[src/prfc_map.vh]
// Constants of the PHY receive frame control block.
// Assumes a single 250 MHz interface clock; times are in ns.
`ifndef PRFC_MAP_VH
`define PRFC_MAP_VH
`define PRFC_CLK_MHZ 250
`define PRFC_RX_DELAY_NS 1000
`define PRFC_SYNC_DELAY_NS 200
`define PRFC_ACT_DROP_NS 200
`define PRFC_MIN_INTERFRAME_SPACING_NS 1875
`define PRFC_FLUSH_NS 100
// Least times round up, MIN_INTERFRAME_SPACING rounds down, 468.75 cycles to 468
`define PRFC_RX_DELAY_CYC ((`PRFC_RX_DELAY_NS*`PRFC_CLK_MHZ+999)/1000)
`define PRFC_SYNC_DELAY_CYC ((`PRFC_SYNC_DELAY_NS*`PRFC_CLK_MHZ+999)/1000)
`define PRFC_ACT_DROP_CYC ((`PRFC_ACT_DROP_NS*`PRFC_CLK_MHZ+999)/1000)
`define PRFC_MIN_INTERFRAME_SPACING_CYC ((`PRFC_MIN_INTERFRAME_SPACING_NS*`PRFC_CLK_MHZ)/1000)
`define PRFC_FLUSH_CYC ((`PRFC_FLUSH_NS*`PRFC_CLK_MHZ+999)/1000)
// Header layout, octet indices
`define PRFC_HDR_LEN 18
`define PRFC_HDR_LEN_LO 0
`define PRFC_HDR_LEN_HI 1
`define PRFC_HDR_FLAGS 2
`define PRFC_FLAG_BURST 0
`define PRFC_FLAG_PT 1
`define PRFC_LEN_HI_BITS 6
// Error octet bits
`define PRFC_ERR_HCS 0
// Checksum
`define PRFC_HCS_INIT 16'hffff
`define PRFC_HCS_POLY 16'h1021
// Interface configuration bit for double data rate
`define PRFC_CFG_DDR 1
// Tail octet indices
`define PRFC_TAIL_SIGNAL_STRENGTH_OCTET 2'h0
`define PRFC_TAIL_LQI 2'h1
`define PRFC_TAIL_ERR 2'h2
`define PRFC_FCS_LEN 4
`endif

[src/prfc_fifo2.v]
// Small FIFO with valid/ready on both sides.
// Assumes one clock and a synchronous active-low reset.
`timescale 1ns/1ps
module prfc_fifo2 #(
  parameter WIDTH = 9,
  parameter DEPTH = 2,
  parameter AW = 1
) (
  input wire i_clock,
  input wire i_resetn,
  input wire i_in_valid,
  output wire o_in_ready,
  input wire [WIDTH-1:0] i_in_data,
  output wire o_out_valid,
  input wire i_out_ready,
  output wire [WIDTH-1:0] o_out_data
);
  reg [WIDTH-1:0] mem_q [0:DEPTH-1];
  reg [AW-1:0] wr_q;
  reg [AW-1:0] rd_q;
  reg [AW:0] cnt_q;
  wire push;
  wire pop;
  assign o_in_ready = (cnt_q != DEPTH[AW:0]);
  assign o_out_valid = (cnt_q != {(AW+1){1'b0}});
  assign o_out_data = mem_q[rd_q];
  assign push = i_in_valid & o_in_ready;
  assign pop = o_out_valid & i_out_ready;

  always @(posedge i_clock) begin
    if (push) begin
      mem_q[wr_q] <= i_in_data;
    end
  end

  always @(posedge i_clock) begin
    if (!i_resetn) begin
      wr_q <= {AW{1'b0}};
      rd_q <= {AW{1'b0}};
      cnt_q <= {(AW+1){1'b0}};
    end else begin
      if (push) begin
        wr_q <= (wr_q == DEPTH[AW-1:0] - 1'b1) ? {AW{1'b0}} : wr_q + 1'b1;
      end
      if (pop) begin
        rd_q <= (rd_q == DEPTH[AW-1:0] - 1'b1) ? {AW{1'b0}} : rd_q + 1'b1;
      end
      if (push && !pop) begin
        cnt_q <= cnt_q + 1'b1;
      end else if (pop && !push) begin
        cnt_q <= cnt_q - 1'b1;
      end
    end
  end
endmodule // prfc_fifo2

[src/prfc_rx.v]
// PHY-side receive frame control: acquisition, header check, octet stream.
// Assumes a demodulator feeding octets with valid/ready and frame markers.
`timescale 1ns/1ps
`include "prfc_map.vh"
module prfc_rx #(
  parameter RX_DELAY_CYC = `PRFC_RX_DELAY_CYC,
  parameter SYNC_DELAY_CYC = `PRFC_SYNC_DELAY_CYC,
  parameter ACT_DROP_CYC = `PRFC_ACT_DROP_CYC,
  parameter MIN_INTERFRAME_SPACING_CYC = `PRFC_MIN_INTERFRAME_SPACING_CYC,
  parameter FLUSH_CYC = `PRFC_FLUSH_CYC,
  parameter RNG_PREC_LSB = 0,
  parameter RNG_SUPPORTED = 1,
  parameter FIFO_DEPTH = 2
) (
  input wire i_clock,
  input wire i_resetn,
  input wire i_rx_en,
  input wire i_tx_en,
  input wire i_preamble_type_select,
  input wire i_preamble_follow_bit,
  input wire i_ranging_enable_bit,
  input wire [7:0] i_interface_config_register,
  input wire [1:0] i_receive_antenna_select,
  input wire [7:0] i_receive_channel_select,
  input wire i_out_hold,
  input wire i_sync_found,
  input wire i_rng_ref,
  input wire i_sym_valid,
  input wire [7:0] i_sym_data,
  input wire i_sym_last,
  input wire [7:0] i_signal_strength_octet,
  input wire [7:0] i_link_quality_octet,
  output wire o_sym_ready,
  output wire o_acq_enable,
  output wire o_acq_burst_preamble,
  output wire [1:0] o_acq_antenna,
  output wire [7:0] o_acq_channel,
  output wire o_rx_path_on,
  output wire o_tx_path_en,
  output wire o_activity_flag,
  output wire o_data_oe,
  output reg [7:0] o_data_rise,
  output reg [7:0] o_data_fall,
  output reg o_data_valid,
  output reg o_fall_valid,
  output reg [31:0] o_ranging_timestamp_register
);
  localparam S_IDLE = 4'h0;
  localparam S_TURNON = 4'h1;
  localparam S_SEARCH = 4'h2;
  localparam S_SYNC = 4'h3;
  localparam S_HDR = 4'h4;
  localparam S_HERR = 4'h5;
  localparam S_PAY = 4'h6;
  localparam S_FCS = 4'h7;
  localparam S_TAIL = 4'h8;
  localparam S_WAIT = 4'h9;
  localparam S_DONE = 4'ha;
  localparam S_TX = 4'hb;
  localparam S_FLUSH = 4'hc;

  reg [3:0] st_q;
  reg [15:0] cnt_q;
  reg [15:0] drop_q;
  reg [15:0] min_interframe_spacing_q;
  reg act_q;
  reg drop_run_q;
  reg rx_en_q;
  reg pt_q;
  reg pt_hdr_q;
  reg burst_q;
  reg herr_q;
  reg [13:0] len_q;
  reg [15:0] hcs_q;
  reg [15:0] hcs_rx_q;
  reg [31:0] timer_q;
  reg [7:0] rise_q;
  reg half_q;
  reg [8:0] push_data;
  reg push_valid;
  reg fwd;
  wire push_ready;
  wire pop_valid;
  wire [8:0] pop_data;
  wire pop;
  wire ddr;
  wire sym_take;
  wire in_rx;

  function [15:0] hcs_step;
    input [15:0] c;
    input [7:0] d;
    integer k;
    reg [15:0] r;
    begin
      r = c ^ {d, 8'h00};
      for (k = 0; k < 8; k = k + 1) begin
        r = r[15] ? ((r << 1) ^ `PRFC_HCS_POLY) : (r << 1);
      end
      hcs_step = r;
    end
  endfunction

  assign ddr = i_interface_config_register[`PRFC_CFG_DDR];
  assign in_rx = (st_q != S_IDLE) && (st_q != S_TX) && (st_q != S_FLUSH);
  assign o_data_oe = in_rx;
  assign o_rx_path_on = in_rx;
  assign o_acq_enable = (st_q == S_SEARCH);
  assign o_acq_burst_preamble = (pt_hdr_q & i_preamble_follow_bit) ? pt_q :
    i_preamble_type_select;
  assign o_acq_antenna = i_receive_antenna_select;
  assign o_acq_channel = i_receive_channel_select;
  assign o_activity_flag = act_q;
  // Cut without a clock edge of delay when transmit enable falls
  assign o_tx_path_en = (st_q == S_TX) & i_tx_en;
  // Discarded octets are always taken so the demodulator never wedges
  // Held off while the error octet goes in, so no payload octet is lost
  assign o_sym_ready = fwd ? push_ready : (st_q != S_HERR);
  assign sym_take = i_sym_valid & o_sym_ready;

  always @* begin
    fwd = (st_q == S_HDR) || (st_q == S_PAY) || (st_q == S_FCS);
    push_valid = 1'b0;
    push_data = {1'b0, i_sym_data};
    if (fwd) begin
      push_valid = i_sym_valid;
    end else if (st_q == S_HERR) begin
      push_valid = 1'b1;
      push_data = {1'b0, 7'h00, herr_q};
    end else if (st_q == S_TAIL) begin
      push_valid = 1'b1;
      case (cnt_q[1:0])
        `PRFC_TAIL_SIGNAL_STRENGTH_OCTET: push_data = {1'b0, i_signal_strength_octet};
        `PRFC_TAIL_LQI: push_data = {1'b0, i_link_quality_octet};
        default: push_data = {1'b1, 7'h00, herr_q};
      endcase
    end
  end

  prfc_fifo2 #(
    .WIDTH(9),
    .DEPTH(FIFO_DEPTH),
    .AW(1)
  ) u_buf (
    .i_clock(i_clock),
    .i_resetn(i_resetn),
    .i_in_valid(push_valid),
    .o_in_ready(push_ready),
    .i_in_data(push_data),
    .o_out_valid(pop_valid),
    .i_out_ready(~i_out_hold),
    .o_out_data(pop_data)
  );
  assign pop = pop_valid & ~i_out_hold;

  // Output stage; double-rate pairs two octets, a lone last octet rises alone
  always @(posedge i_clock) begin
    if (!i_resetn || !in_rx) begin
      o_data_rise <= 8'h00;
      o_data_fall <= 8'h00;
      o_data_valid <= 1'b0;
      o_fall_valid <= 1'b0;
      rise_q <= 8'h00;
      half_q <= 1'b0;
    end else begin
      o_data_valid <= 1'b0;
      o_fall_valid <= 1'b0;
      if (pop) begin
        if (!ddr) begin
          o_data_rise <= pop_data[7:0];
          o_data_valid <= 1'b1;
        end else if (!half_q && pop_data[8]) begin
          o_data_rise <= pop_data[7:0];
          o_data_valid <= 1'b1;
        end else if (!half_q) begin
          rise_q <= pop_data[7:0];
          half_q <= 1'b1;
        end else begin
          o_data_rise <= rise_q;
          o_data_fall <= pop_data[7:0];
          o_data_valid <= 1'b1;
          o_fall_valid <= 1'b1;
          half_q <= 1'b0;
        end
      end
    end
  end

  // Ranging timer latch
  always @(posedge i_clock) begin
    if (!i_resetn) begin
      timer_q <= 32'h0000_0000;
      o_ranging_timestamp_register <= 32'h0000_0000;
    end else begin
      timer_q <= timer_q + 32'h0000_0001;
      if (i_rng_ref && i_ranging_enable_bit && RNG_SUPPORTED != 0 && act_q) begin
        o_ranging_timestamp_register <= (timer_q >> RNG_PREC_LSB)
          << RNG_PREC_LSB;
      end
    end
  end

  // Activity drop and MIN_INTERFRAME_SPACING timing run from the packet trailing edge
  always @(posedge i_clock) begin
    if (!i_resetn || !in_rx) begin
      drop_q <= 16'h0000;
      drop_run_q <= 1'b0;
      min_interframe_spacing_q <= 16'h0000;
    end else begin
      if (i_sym_last && act_q) begin
        drop_q <= ACT_DROP_CYC[15:0];
        drop_run_q <= 1'b1;
        min_interframe_spacing_q <= MIN_INTERFRAME_SPACING_CYC[15:0];
      end else begin
        if (drop_q != 16'h0000) begin
          drop_q <= drop_q - 16'h0001;
        end
        if (drop_q == 16'h0001) begin
          drop_run_q <= 1'b0;
        end
        if (min_interframe_spacing_q != 16'h0000) begin
          min_interframe_spacing_q <= min_interframe_spacing_q - 16'h0001;
        end
      end
    end
  end

  always @(posedge i_clock) begin
    if (!i_resetn) begin
      st_q <= S_IDLE;
      cnt_q <= 16'h0000;
      act_q <= 1'b0;
      rx_en_q <= 1'b0;
      pt_q <= 1'b0;
      pt_hdr_q <= 1'b0;
      burst_q <= 1'b0;
      herr_q <= 1'b0;
      len_q <= 14'h0000;
      hcs_q <= `PRFC_HCS_INIT;
      hcs_rx_q <= 16'h0000;
    end else begin
      rx_en_q <= i_rx_en;
      if (in_rx && !i_rx_en) begin
        st_q <= S_IDLE;
        act_q <= 1'b0;
        pt_hdr_q <= 1'b0;
      end else begin
        // Falls on its own count even while the tail is still stalled
        if (act_q && drop_run_q && drop_q == 16'h0001) begin
          act_q <= 1'b0;
        end
        case (st_q)
          S_IDLE: begin
            if (i_rx_en && !rx_en_q && !i_tx_en) begin
              st_q <= S_TURNON;
              cnt_q <= RX_DELAY_CYC[15:0];
              pt_hdr_q <= 1'b0;
            end else if (i_tx_en) begin
              st_q <= S_TX;
              act_q <= 1'b1;
            end
          end
          S_TURNON: begin
            if (cnt_q <= 16'h0001) begin
              st_q <= S_SEARCH;
            end
            cnt_q <= cnt_q - 16'h0001;
          end
          S_SEARCH: begin
            if (i_sync_found) begin
              st_q <= S_SYNC;
              cnt_q <= SYNC_DELAY_CYC[15:0];
            end
          end
          S_SYNC: begin
            if (cnt_q <= 16'h0001) begin
              act_q <= 1'b1;
              st_q <= S_HDR;
              cnt_q <= 16'h0000;
              hcs_q <= `PRFC_HCS_INIT;
            end else begin
              cnt_q <= cnt_q - 16'h0001;
            end
          end
          S_HDR: begin
            if (sym_take) begin
              cnt_q <= cnt_q + 16'h0001;
              if (cnt_q < `PRFC_HDR_LEN - 2) begin
                hcs_q <= hcs_step(hcs_q, i_sym_data);
              end else begin
                hcs_rx_q <= {hcs_rx_q[7:0], i_sym_data};
              end
              if (cnt_q == `PRFC_HDR_LEN_LO) begin
                len_q[7:0] <= i_sym_data;
              end
              if (cnt_q == `PRFC_HDR_LEN_HI) begin
                len_q[13:8] <= i_sym_data[`PRFC_LEN_HI_BITS-1:0];
              end
              if (cnt_q == `PRFC_HDR_FLAGS) begin
                burst_q <= i_sym_data[`PRFC_FLAG_BURST];
                pt_q <= i_sym_data[`PRFC_FLAG_PT];
              end
              if (cnt_q == `PRFC_HDR_LEN - 1) begin
                st_q <= S_HERR;
                herr_q <= ({hcs_rx_q[7:0], i_sym_data} != hcs_q);
              end
            end
          end
          S_HERR: begin
            if (push_ready) begin
              cnt_q <= 16'h0000;
              // Failed header is treated as a zero-length frame
              if (herr_q || len_q == 14'h0000) begin
                st_q <= S_TAIL;
              end else begin
                st_q <= S_PAY;
              end
            end
          end
          S_PAY: begin
            if (sym_take) begin
              cnt_q <= cnt_q + 16'h0001;
              if (cnt_q == {2'b00, len_q} - 16'h0001) begin
                st_q <= S_FCS;
                cnt_q <= 16'h0000;
              end
            end
          end
          S_FCS: begin
            if (sym_take) begin
              cnt_q <= cnt_q + 16'h0001;
              if (cnt_q == `PRFC_FCS_LEN - 1) begin
                st_q <= S_TAIL;
                cnt_q <= 16'h0000;
              end
            end
          end
          S_TAIL: begin
            if (push_ready) begin
              cnt_q <= cnt_q + 16'h0001;
              if (cnt_q[1:0] == `PRFC_TAIL_ERR) begin
                st_q <= S_WAIT;
              end
            end
          end
          S_WAIT: begin
            if (!act_q && herr_q) begin
              // Untrusted header: its burst flag is ignored; in a followed burst its type flag still sets the type, else same type again
              st_q <= S_SEARCH;
            end else if (!act_q && min_interframe_spacing_q <= 16'h0001 && burst_q) begin
              st_q <= S_SEARCH;
              pt_hdr_q <= i_preamble_follow_bit;
            end else if (!act_q && !burst_q) begin
              st_q <= S_DONE;
            end
          end
          S_DONE: begin
            st_q <= S_DONE;
          end
          S_TX: begin
            if (!i_tx_en) begin
              st_q <= S_FLUSH;
              cnt_q <= FLUSH_CYC[15:0];
            end
          end
          S_FLUSH: begin
            if (cnt_q <= 16'h0001) begin
              act_q <= 1'b0;
              st_q <= S_IDLE;
            end
            cnt_q <= cnt_q - 16'h0001;
          end
          default: st_q <= S_IDLE;
        endcase
      end
    end
  end
endmodule // prfc_rx

[config.mk]
export PLATFORM = sky130hd
export DESIGN_NAME = prfc_rx
export DESIGN_NICKNAME = d
export VERILOG_FILES = /design/src/prfc_fifo2.v /design/src/prfc_rx.v
export VERILOG_INCLUDE_DIRS = /design/src
export SDC_FILE = /design/constraint.sdc
export NUM_CORES = 1
export LEC_CHECK = 0
export BUFFER_PORTS_ARGS = -buffer_cell sky130_fd_sc_hd__buf_2
export CAP_MARGIN = 20
export CORE_MARGIN = 2
export CORE_UTILIZATION = 49
export CTS_CLUSTER_SIZE = 40
export DETAILED_ROUTE_END_ITERATION = 8
export GPL_TIMING_DRIVEN = 0
export PLACE_DENSITY = 0.71
export SYNTH_ARGS = -nofsm -noshare
export SYNTH_HDL_FRONTEND = slang
export SYNTH_SLANG_ARGS = --single-unit
[constraint.sdc]
create_clock -name i_clock -period 2.9 [get_ports i_clock]
set_clock_uncertainty 0.15 [all_clocks]
set_input_delay 0.435 -clock i_clock [delete_from_list [all_inputs] [get_ports i_clock]]
set_output_delay 0.435 -clock i_clock [all_outputs]
set_load 0.02 [all_outputs]
=== Word level (Yosys, flattened, before mapping) ===
Memories as Yosys holds them, arrays and structs flattened. A register that Yosys moved wholly into a read port is not among the register bits.
Index checks and enable logic that the tools add are counted.

* Add/subtract/negate cells: 10
* Magnitude comparators: 3
* Bitwise operators: 22
* Eq/ne operators: 46
* Mux-type cells: 85
* Reductions and logical operators: 64

{| class="wikitable"
|+ Operators by type and width
! operator !! number
|-
| 2-to-1 mux 16 bit || 14
|-
| one-hot mux 16 bit (10 select lines) || 1
|-
| 2-to-1 mux 13 bit || 8
|-
| 2-to-1 mux 4 bit || 20
|-
| one-hot mux 4 bit (13 select lines) || 1
|-
| subtractor 16 x 1 -> 16 bit, second input constant || 3
|-
| 2-to-1 mux 9 bit || 5
|-
| adder 32 x 1 -> 32 bit, second input constant || 1
|-
| == test 16 x 1 -> 1 bit, second input constant || 2
|-
| == test 16 x 2 -> 1 bit, second input constant || 2
|-
| less-or-equal comparator 16 x 1 -> 1 bit, second input constant || 2
|-
| one-hot mux 16 bit (2 select lines) || 1
|-
| AND reduction 4 bit || 8
|-
| nonzero test 16 bit || 2
|-
| inequality test 2 bit, second input constant || 14
|-
| 2-to-1 mux 1 bit || 25
|-
| 2-to-1 mux 8 bit || 3
|-
| NOT 3 bit || 8
|-
| == test 4 bit, second input constant || 5
|-
| one-hot mux 9 bit (2 select lines) || 1
|-
| logical AND 1 bit || 17
|-
| adder 16 x 1 -> 16 bit, second input constant || 1
|-
| == test 16 bit || 1
|-
| == test 16 x 5 -> 1 bit, second input constant || 1
|-
| other kinds (39) || 84
|}

* Logic and storage cells: 259
* Register bits after elaboration: 192
* Output and inout bits: 67
* RAM bits: 18
* Bits of input ports: 54
* Memories kept: 1

{| class="wikitable"
|+ Memory list
! name !! depth !! bits a word !! read ports !! clocked after Yosys merged registers in !! write ports !! line !! source
|-
| u_buf.mem_q || 2 || 9 || 1 || 1 || 1 || prfc_fifo2.v:18 || <nowiki>reg [WIDTH-1:0] mem_q [0:DEPTH-1];</nowiki>
|}

=== Logic depth before layout (Yosys ltp) ===
Gate-level depths: netlist of run 1.

* Word-level depth: 20
* Depth in mapped cells: 12
* Depth with buffers taken out: 10

=== Cells and area by module ===
A second synthesis of run 1 with hierarchy kept.

* Cells, all modules: 1260
* Area total of the unflattened synthesis: 10597.7 sq um

{| class="wikitable"
|+ Modules (own cells, without submodules)
! module !! sequential area each (sq um) !! area an instance (sq um) !! cells an instance !! times used
|-
| prfc_rx || 3763.6 || 9708.1 || 1208 || 1
|-
| prfc_fifo2 || 640.6 || 889.6 || 52 || 1
|}

=== Worst setup path before layout of run 1 ===
OpenSTA, ideal clock, no wires.

* Path type: reg-to-reg
* Start point: reg len_q[0]
* End point: reg cnt_q[2]
* Arrival: 2925 ps
* Period minus slack after synthesis: 3204 ps
* Buffers on the path: 1
* Setup slack: -304 ps
* Library setup time: 129 ps
* Stages on the path, launching flop included: 12
* Required time: 2621 ps
* Path through: dfxtp_1 inv_1 ha_1 or3b_4 or3_1 a2111o_1 a22o_1 o311ai_4 nand2_2 buf_6 a22oi_4 o31ai_2

* Longest elaborated chain between the ends: 5

{| class="wikitable"
|+ Ends and longest elaborated chain
! what !! line !! source
|-
| start, declared || prfc_rx.v:73 || <nowiki>reg [13:0] len_q;</nowiki>
|-
| start signal, assigned || prfc_rx.v:294 || <nowiki>len_q[7:0] <= i_sym_data;</nowiki>
|-
| subtractor 14 x 1 -> 15 bit || prfc_rx.v:323 || <nowiki>if (cnt_q == {2'b00, len_q} - 16'h0001) begin</nowiki>
|-
| == test 16 bit || prfc_rx.v:323 ||
|-
| 2-to-1 mux 16 bit || prfc_rx.v:323 ||
|-
| 2-to-1 mux 16 bit || prfc_rx.v:321 || <nowiki>if (sym_take) begin</nowiki>
|-
| one-hot mux 16 bit (10 select lines) || prfc_rx.v:252 || <nowiki>case (st_q)</nowiki>
|-
| end signal, assigned || prfc_rx.v:256 || <nowiki>cnt_q <= RX_DELAY_CYC[15:0];</nowiki>
|-
| end signal, assigned || prfc_rx.v:322 || <nowiki>cnt_q <= cnt_q + 16'h0001;</nowiki>
|-
| end signal, assigned || prfc_rx.v:331 || <nowiki>cnt_q <= cnt_q + 16'h0001;</nowiki>
|-
| end, declared || prfc_rx.v:63 || <nowiki>reg [15:0] cnt_q;</nowiki>
|}

No other way between the ends. The select of a mux whose other input is x is not followed.
A chain may end at the register's enable or synchronous reset.

=== Worst setup path after layout of run 1 ===
* Start point: reg len_q[0]
* End point: reg cnt_q[13]

Same word-level chain as after synthesis.

==> results of run 1 <==
==> worst register-to-register path, cell delays in order (launching register included) <==
cell and delay, ns:
dfxtp_4 0.35, inv_4 0.06, ha_4 0.12, or3b_4 0.37, or3_1 0.35, a2111o_1 0.39, a22o_4 0.26, o311ai_4 0.38
buf_6 0.18, nand2_8 0.07, buf_8 0.16, a31oi_1 0.14, o32ai_1 0.09
==> area by class of cell <==
class	count	area [sq um]	area share (%)
timing repair buffer	117	678.2	5.367
clock buffer	34	666.9	5.278
inverter	25	100.1	0.7922
buffer	81	365.4	2.892
multi-input combinational	950	5973	47.28
antenna	2	5.005	0.03961
tap	275	344.1	2.723
sequential	211	4409	34.90
clock inverter	7	92.59	0.7328
==> stage by stage <==
| step | utilization (%) | hold WS, ns | power (mW) | setup slack [ns] |
|---|---|---|---|---|
| after floorplan | - | 0.2758 | 6.721 | -0.08316 |
| after detailed placement | 54.03 | 0.2941 | 7.716 | -0.7133 |
| after global placement | 54.03 | 0.2917 | 7.666 | -0.7673 |
| final | 60.10 | 0.06238 | 11.15 | -0.2882 |
| after global routing | 60.09 | 0.09652 | 11.77 | -0.3589 |
| after CTS | 59.19 | 0.05592 | 10.96 | -0.2346 |
==> state kept, by name (all words and copies together) (netlist names), 2 cells and up, named ones only <==
| register | cells |
|---|---|
| hcs_q | 16 |
| len_q | 14 |
| cnt_q | 16 |
| o_data_rise | 8 |
| min_interframe_spacing_q | 16 |
| timer_q | 32 |
| hcs_rx_q | 8 |
| drop_q | 16 |
| u_buf.mem_q | 18 |
| o_data_fall | 8 |
| u_buf.cnt_q | 2 |
| o_ranging_timestamp_register | 32 |
| rise_q | 8 |
| st_q | 4 |
==> layer usage <==
layer  global-route usage [%]  wire length (um)
met3                    3.909              2106
met4                    8.962               885
met1                    34.61             12760
met5                        0                 0
met2                    39.91             13210
==> worst paths after layout <==
| path | startpoint | to | slack [ns] | depth (start not counted) |
|---|---|---|---|---|
| worst max-delay path | len_q[0]$_SDFFE_PN0P_ | cnt_q[13]$_SDFFE_PN0P_ | -0.29 | 12 |
| worst min-delay path | i_rx_en | rx_en_q$_SDFF_PN0_ | 0.06 | 3 |
| worst max register to register | len_q[0]$_SDFFE_PN0P_ | cnt_q[13]$_SDFFE_PN0P_ | -0.29 | 12 |
| worst min register to register | o_ranging_timestamp_register[17]$_SDFFE_PN0P_ | o_ranging_timestamp_register[17]$_SDFFE_PN0P_ | 0.30 | 2 |
==> what timing repair did <==
item | CTS | global route
pin swaps | 21 | 13
setup buffers | 14 | 5
gates cloned | 1 | 0
gates resized for setup | 54 | 38
setup endpoints to repair | 71 | 49
==> cells in the mapped netlist, types with 3 or more instances <==
cell,number,area [sq um]
nor2_1,161,604.3
a22oi_1,11,82.58
a21o_1,4,30.03
o21bai_1,4,30.03
nor4b_1,4,35.03
nor3b_1,4,30.03
or4_1,5,37.54
and4_1,3,26.28
mux2i_1,26,260.3
a31oi_1,12,75.07
ha_1,12,150.1
inv_1,23,86.33
a311oi_1,5,43.79
buf_4,11,82.58
nor4_1,19,118.9
xor2_1,47,411.6
nand3_1,30,150.1
o31ai_1,7,52.55
and2_1,15,93.84
o32ai_1,4,35.03
and3_1,16,100.1
dfxtp_1,193,3864
a22o_1,4,35.03
nand3b_1,3,22.52
nand4_1,19,118.9
o211ai_1,8,60.06
o21ai_0,71,355.3
edfxtp_1,18,540.5
a211oi_1,32,240.2
nor3_1,47,235.2
or3b_2,3,26.28
clkbuf_1,68,255.2
nand2_1,138,518.0
nand2b_1,10,62.56
a21oi_1,95,475.5
or2_2,6,37.54
or3_1,12,75.07
xnor2_1,65,569.3
nor2b_1,10,62.56
buf_1,7,26.28
==> report_power, final <==
part	internal, mW	switching, mW	leakage [nW]
Clock	1.77	1.18	0.375
Sequential	3.29	0.272	1.73
Combinational	1.76	2.87	2.71
==> kinds of logic after synthesis <==
| kind of cell | count (synthesis) | synth area share [%] |
|---|---|---|
| adder cells (fa/ha/maj) | 12 | 1.429 |
| AO/OA/AOI/OAI | 287 | 17.24 |
| multiplexers | 27 | 2.584 |
| XOR/XNOR | 112 | 9.336 |
| flip-flops | 211 | 41.91 |
| AND/OR/NAND/NOR | 512 | 23.03 |
| buffers and inverters | 112 | 4.465 |
==> key figures, run 1 <==
Status
  • Outcome: complete, but fails checks
  • Failing checks: setup timing

Worst setup path
  • Buf/Inv on CP: 3
  • Startpoint types: flop
  • CP Cell Sequence: inv_4 -> ha_4 -> or3b_4 -> or3_1 -> a2111o_1 -> a22o_4 -> o311ai_4 -> buf_6 -> nand2_8 -> buf_8 -> a31oi_1 -> o32ai_1
  • Worst setup EP type: flop
  • Crit-path leading delay family: compound AO/OA/AOI/OAI gates
  • Crit Path Class: reg -> reg
  • WP data required: 3.14 ns
  • Crit path max fanout: 5
  • CP peak stage delay: 0.39 ns
  • Slowest-stage cell, CP: a2111o_1
  • Crit path DAT: 3.42 ns

Logic synthesis
  • Yosys Warn Count: 0
  • Synth Area per Inst: 8.254 sq um
  • Post-synth net total: 1339
  • Yosys reg bits: 211
  • Seq/Total Area, Yosys: 41.91%
  • Yosys cell types: 72
  • Mapped Cells: 1273
  • Synth Cell Area: 0.01051 sq mm
  • Post-synth EDFFs: 18
  • Ys flop type: dfxtp_1
  • Async SR Flop Fraction: 0%

GRT
  • Largest net degree at the start of global routing: 15
  • First-pass GRT wire length: 45.62 mm
  • Initial antenna violation count: 1
  • Remaining Overflow, GRT: 0
  • Number of global-route vias before repair: 8936
  • GRT Util Overall: 25.10%

Pwr
  • Power per standard cell area: 882.2 mW/mm^2
  • Leak: 4.810 nW
  • Peak VDD IR: 0.0003640 V

Timing
  • Final setup vio count: 20
  • RSZ-0062 raised after global routing: yes
  • Fmax: 313.7 MHz
  • Final worst-path cycle share: 109.9%
  • Final WS setup: -0.2882 ns
  • Setup_tns: -4.535 ns
  • Max Slew Vio Count: 0
  • Slew HR: 45.64%
  • Final worst path period need: 3.188 ns
  • Final hold violation count: 0
  • Worst-Margin Slew: 0.8155 ns

Routing
  • Average wire per standard cell: 17.02 um
  • DRT Wirelength: 28.97 mm
  • Routed vias: 9763
  • DRT Pass-1 Iters: 5
  • Post-DR vias/cell: 5.736
  • Starting DRT DRC Count: 813
  • Routed Antenna Nets: 0
  • Post-route DRC: 0

Place
  • Placed cell areas: 0.01136 sq mm
  • Post-Place Cells: 1645
  • DP Wirelength: 20.66 mm
  • PortBufs: 97
  • Placer Congestion: 0.9433

Die
  • Die area: 0.02263 sq mm
  • Core Area: 0.02102 sq mm
  • Initial Util: 49.99%
  • Die width: 150.4 um
  • Row count: 53
  • DIE HEIGHT: 150.4 um
  • Num ports: 121

CTS
  • Clock sinks: 211
  • H-tree depth: 1
  • CTS clk-pin slew, worst paths: 0.07 ns
  • TritonCTS clock tree: yes
  • Clk_lat worst skew: 0.52 ns
  • CTS Buf Count: 23
  • CTS Buffer Depth: 3
  • CTS root buf: clkbuf_16
  • Hold Buf Count CTS: 0

Layout
  • Layout area overhead: 20.24%
  • Fillers: 1857
  • Commonest non-fill, non-tap cell in the layout: dfxtp_1
  • Fin cells: 1702
  • Final net count: 1475
  • Most frequent cells in the layout: dfxtp_1 (191), nor2_1 (158), nand2_1 (138), buf_2 (98), a21oi_1 (84)
  • Layout cells sized above 1: 17.40%
  • Final Cell Area: 0.01263 sq mm

Worst hold path
  • Min-Delay Path Class: in -> reg

Run
  • Total of max-cap violations: 0
No activity file was read; power rests on OpenSTA's default activity.
==> run 2: changes to the inputs <==
- BUFFER_PORTS_ARGS: -buffer_cell sky130_fd_sc_hd__buf_2 -> default
- DONT_BUFFER_PORTS: default -> 1
- PLACE_DENSITY: 0.71 -> 0.66
==> run 2 against run 1 <==
Net effect:
- the run still ends with setup timing left
- die area did not move
- worst setup slack better by 0.11 ns
- non-clock buffer count down 93
- register-to-register slack better by 0.11 ns
- critical endpoint unchanged
- largest power group unchanged
==> key figures, run 2 (synthesized netlist as in run 1, its figures left out) <==
Status
  • Outcome: complete, but fails checks
  • Failing checks: setup timing

CTS
  • Clock sinks: 211
  • Clk_lat worst skew: 0.51 ns
  • CTS Buffer Depth: 3
  • CTS clk-pin slew, worst paths: 0.06 ns
  • H-tree depth: 1
  • TritonCTS clock tree: yes
  • CTS Buf Count: 23
  • CTS root buf: clkbuf_16

Layout
  • Commonest non-fill, non-tap cell in the layout: dfxtp_1
  • Top flop regs: o_ranging_timestamp_register x32, timer_q x32, u_buf.mem_q x18
  • Area of the multi-input gates: 0.006053 sq mm
  • Final net count: 1382
  • Layout area overhead: 17.48%
  • Most frequent cells in the layout: dfxtp_1 (189), nor2_1 (158), nand2_1 (138), a21oi_1 (84), xnor2_1 (65)
  • Register Area: 0.004414 sq mm
  • Layout cells sized above 1: 12.54%
  • Fillers: 1848

GRT
  • Initial antenna violation count: 0
  • Largest net degree at the start of global routing: 14
  • Remaining Overflow, GRT: 0
  • GRT Util Overall: 24.58%
  • First-pass GRT wire length: 44.36 mm
  • Number of global-route vias before repair: 8506

Run
  • Total of max-cap violations: 0

Routing
  • Routed vias: 9335
  • Average wire per standard cell: 17.91 um
  • DRT Wirelength: 28.80 mm
  • Post-DR vias/cell: 5.805
  • Routed Antenna Nets: 0
  • Starting DRT DRC Count: 669
  • DRT Pass-1 Iters: 5
  • Post-route DRC: 0

Pwr
  • Leak: 4.421 nW
  • Power Total: 11.42 mW
  • Power per standard cell area: 925.0 mW/mm^2
  • Peak VDD IR: 0.0004285 V

Worst hold path
  • Min-Delay Path Class: in -> reg
  • HP Start: i_sym_data[7]
  • Hold depth: 2
  • Hold endpoint: u_buf.mem_q[0][7]$_DFFE_PP_

Worst setup path
  • RR Endpoint: cnt_q[13]$_SDFFE_PN0P_
  • R2r startpoint: len_q[0]$_SDFFE_PN0P_
  • Worst setup EP type: flop
  • WP data required: 3.12 ns
  • Startpoint types: flop
  • Crit path DAT: 3.30 ns
  • Crit Path Class: reg -> reg
  • R2r setup slk: -0.18 ns
  • Reg2Reg Depth: 12
  • Crit path max fanout: 5

Die
  • DIE HEIGHT: 150.4 um
  • Core Area: 0.02102 sq mm
  • Initial Util: 49.99%
  • Row count: 53
  • Die area: 0.02263 sq mm
  • Die width: 150.4 um
  • Num ports: 121

Timing
  • Final worst path period need: 3.079 ns
  • RSZ-0062 raised after global routing: yes
  • Final hold violation count: 0
  • Final WS setup: -0.1791 ns
  • Fmax: 324.8 MHz
  • Slew HR: 45.34%
  • Max Slew Vio Count: 0
  • Final setup vio count: 16
  • Final worst-path cycle share: 106.2%
  • Worst-Margin Slew: 0.8125 ns

Place
  • Placer Congestion: 0.9634
  • DP Wirelength: 20.34 mm
  • PortBufs: 0
  • Place WS: -0.8080 ns
[run 2: cell types whose count changed in the layout (fill, tap and decap cells not counted), sizes merged]
cell / before / now
bufinv: 2 / 5
buf: 136 / 40
inv: 24 / 23
clkinvlp: 1 / 3
clkinv: 5 / 6
diode: 2 / 1
clkbuf: 96 / 89
dlygate4sd3: 0 / 5
[run 2: worst max-delay path by stage]
| stage | startpoint | end | slack [ns] | cells after the start |
|---|---|---|---|---|
| after floorplan | len_q[0]$_SDFFE_PN0P_ | cnt_q[2]$_SDFFE_PN0P_ | -0.08 | 11 |
| after global placement | st_q[0]$_SDFFE_PP0P_ | hcs_q[0]$_SDFFE_PN1P_ | -0.87 | 9 |
| after detailed placement | cnt_q[10]$_SDFFE_PN0P_ | st_q[1]$_SDFFE_PP0P_ | -0.81 | 9 |
| after CTS | len_q[0]$_SDFFE_PN0P_ | cnt_q[13]$_SDFFE_PN0P_ | -0.23 | 12 |
| after global routing | len_q[0]$_SDFFE_PN0P_ | cnt_q[13]$_SDFFE_PN0P_ | -0.23 | 12 |
| final | len_q[0]$_SDFFE_PN0P_ | cnt_q[13]$_SDFFE_PN0P_ | -0.18 | 12 |
[run 2: repair_timing]
item	in CTS	in global routing
gates cloned	1	0
hold buffers	5	0
gates resized for setup	62	59
pin swaps	21	20
setup buffers	13	6
setup endpoints to repair	78	59
hold endpoints to repair	7	0
[run 2: area by class of cell]
class | instances | share of cell area (%)
tap | 275 | 2.787
clock buffer | 29 | 4.926
antenna | 1 | 0.02027
sequential | 211 | 35.76
multi-input combinational | 950 | 49.04
inverter | 25 | 0.8311
buffer | 79 | 2.960
timing repair buffer | 26 | 2.169
clock inverter | 12 | 1.510
[run 2: worst max-delay path, stage by stage (launching register included)]
cell	delay [ns]
dfxtp_4	0.35
inv_4	0.06
ha_4	0.13
or3b_4	0.36
or3_1	0.32
a2111o_1	0.39
a22o_4	0.25
o311ai_4	0.30
buf_12	0.17
nand2_8	0.07
buf_8	0.16
a31oi_4	0.15
o32ai_1	0.09
[run 2: stage by stage]
step | setup TNS (ns) | hold slack [ns] | utilization [%] | cells | cell area [sq um]
floorplan | -0.6038 | 0.2758 | - | 1273 | 10530
global placement | -66.79 | 0.2920 | 51.72 | 1548 | 10870
detailed placement | -25.74 | 0.2973 | 51.75 | 1549 | 10880
CTS | -2.643 | 0.01711 | 57.56 | 1607 | 12100
global route | -2.827 | 0.02943 | 58.71 | 1607 | 12340
finish | -1.744 | 0.03591 | 58.72 | 1608 | 12340
[run 2: layer usage]
layer / GRT usage, % / share of wire [%] / vias to the layer above
met4: 9.292 / 3.9 / 0
met2: 39.55 / 45 / 344
met1: 32.20 / 44 / 4355
met3: 5.515 / 7.3 / 71
li1: - / - / 4565
met5: 0 / 0 / -
[run 2: where the power goes]
part / leakage [nW] / total, mW / internal (mW) / switching (mW)
clock: 0.380 / 3.10 / 1.93 / 1.18
sequential: 1.73 / 3.59 / 3.29 / 0.300
combinational: 2.31 / 4.72 / 1.82 / 2.90
total: 4.42 / 11.4 / 7.04 / 4.38
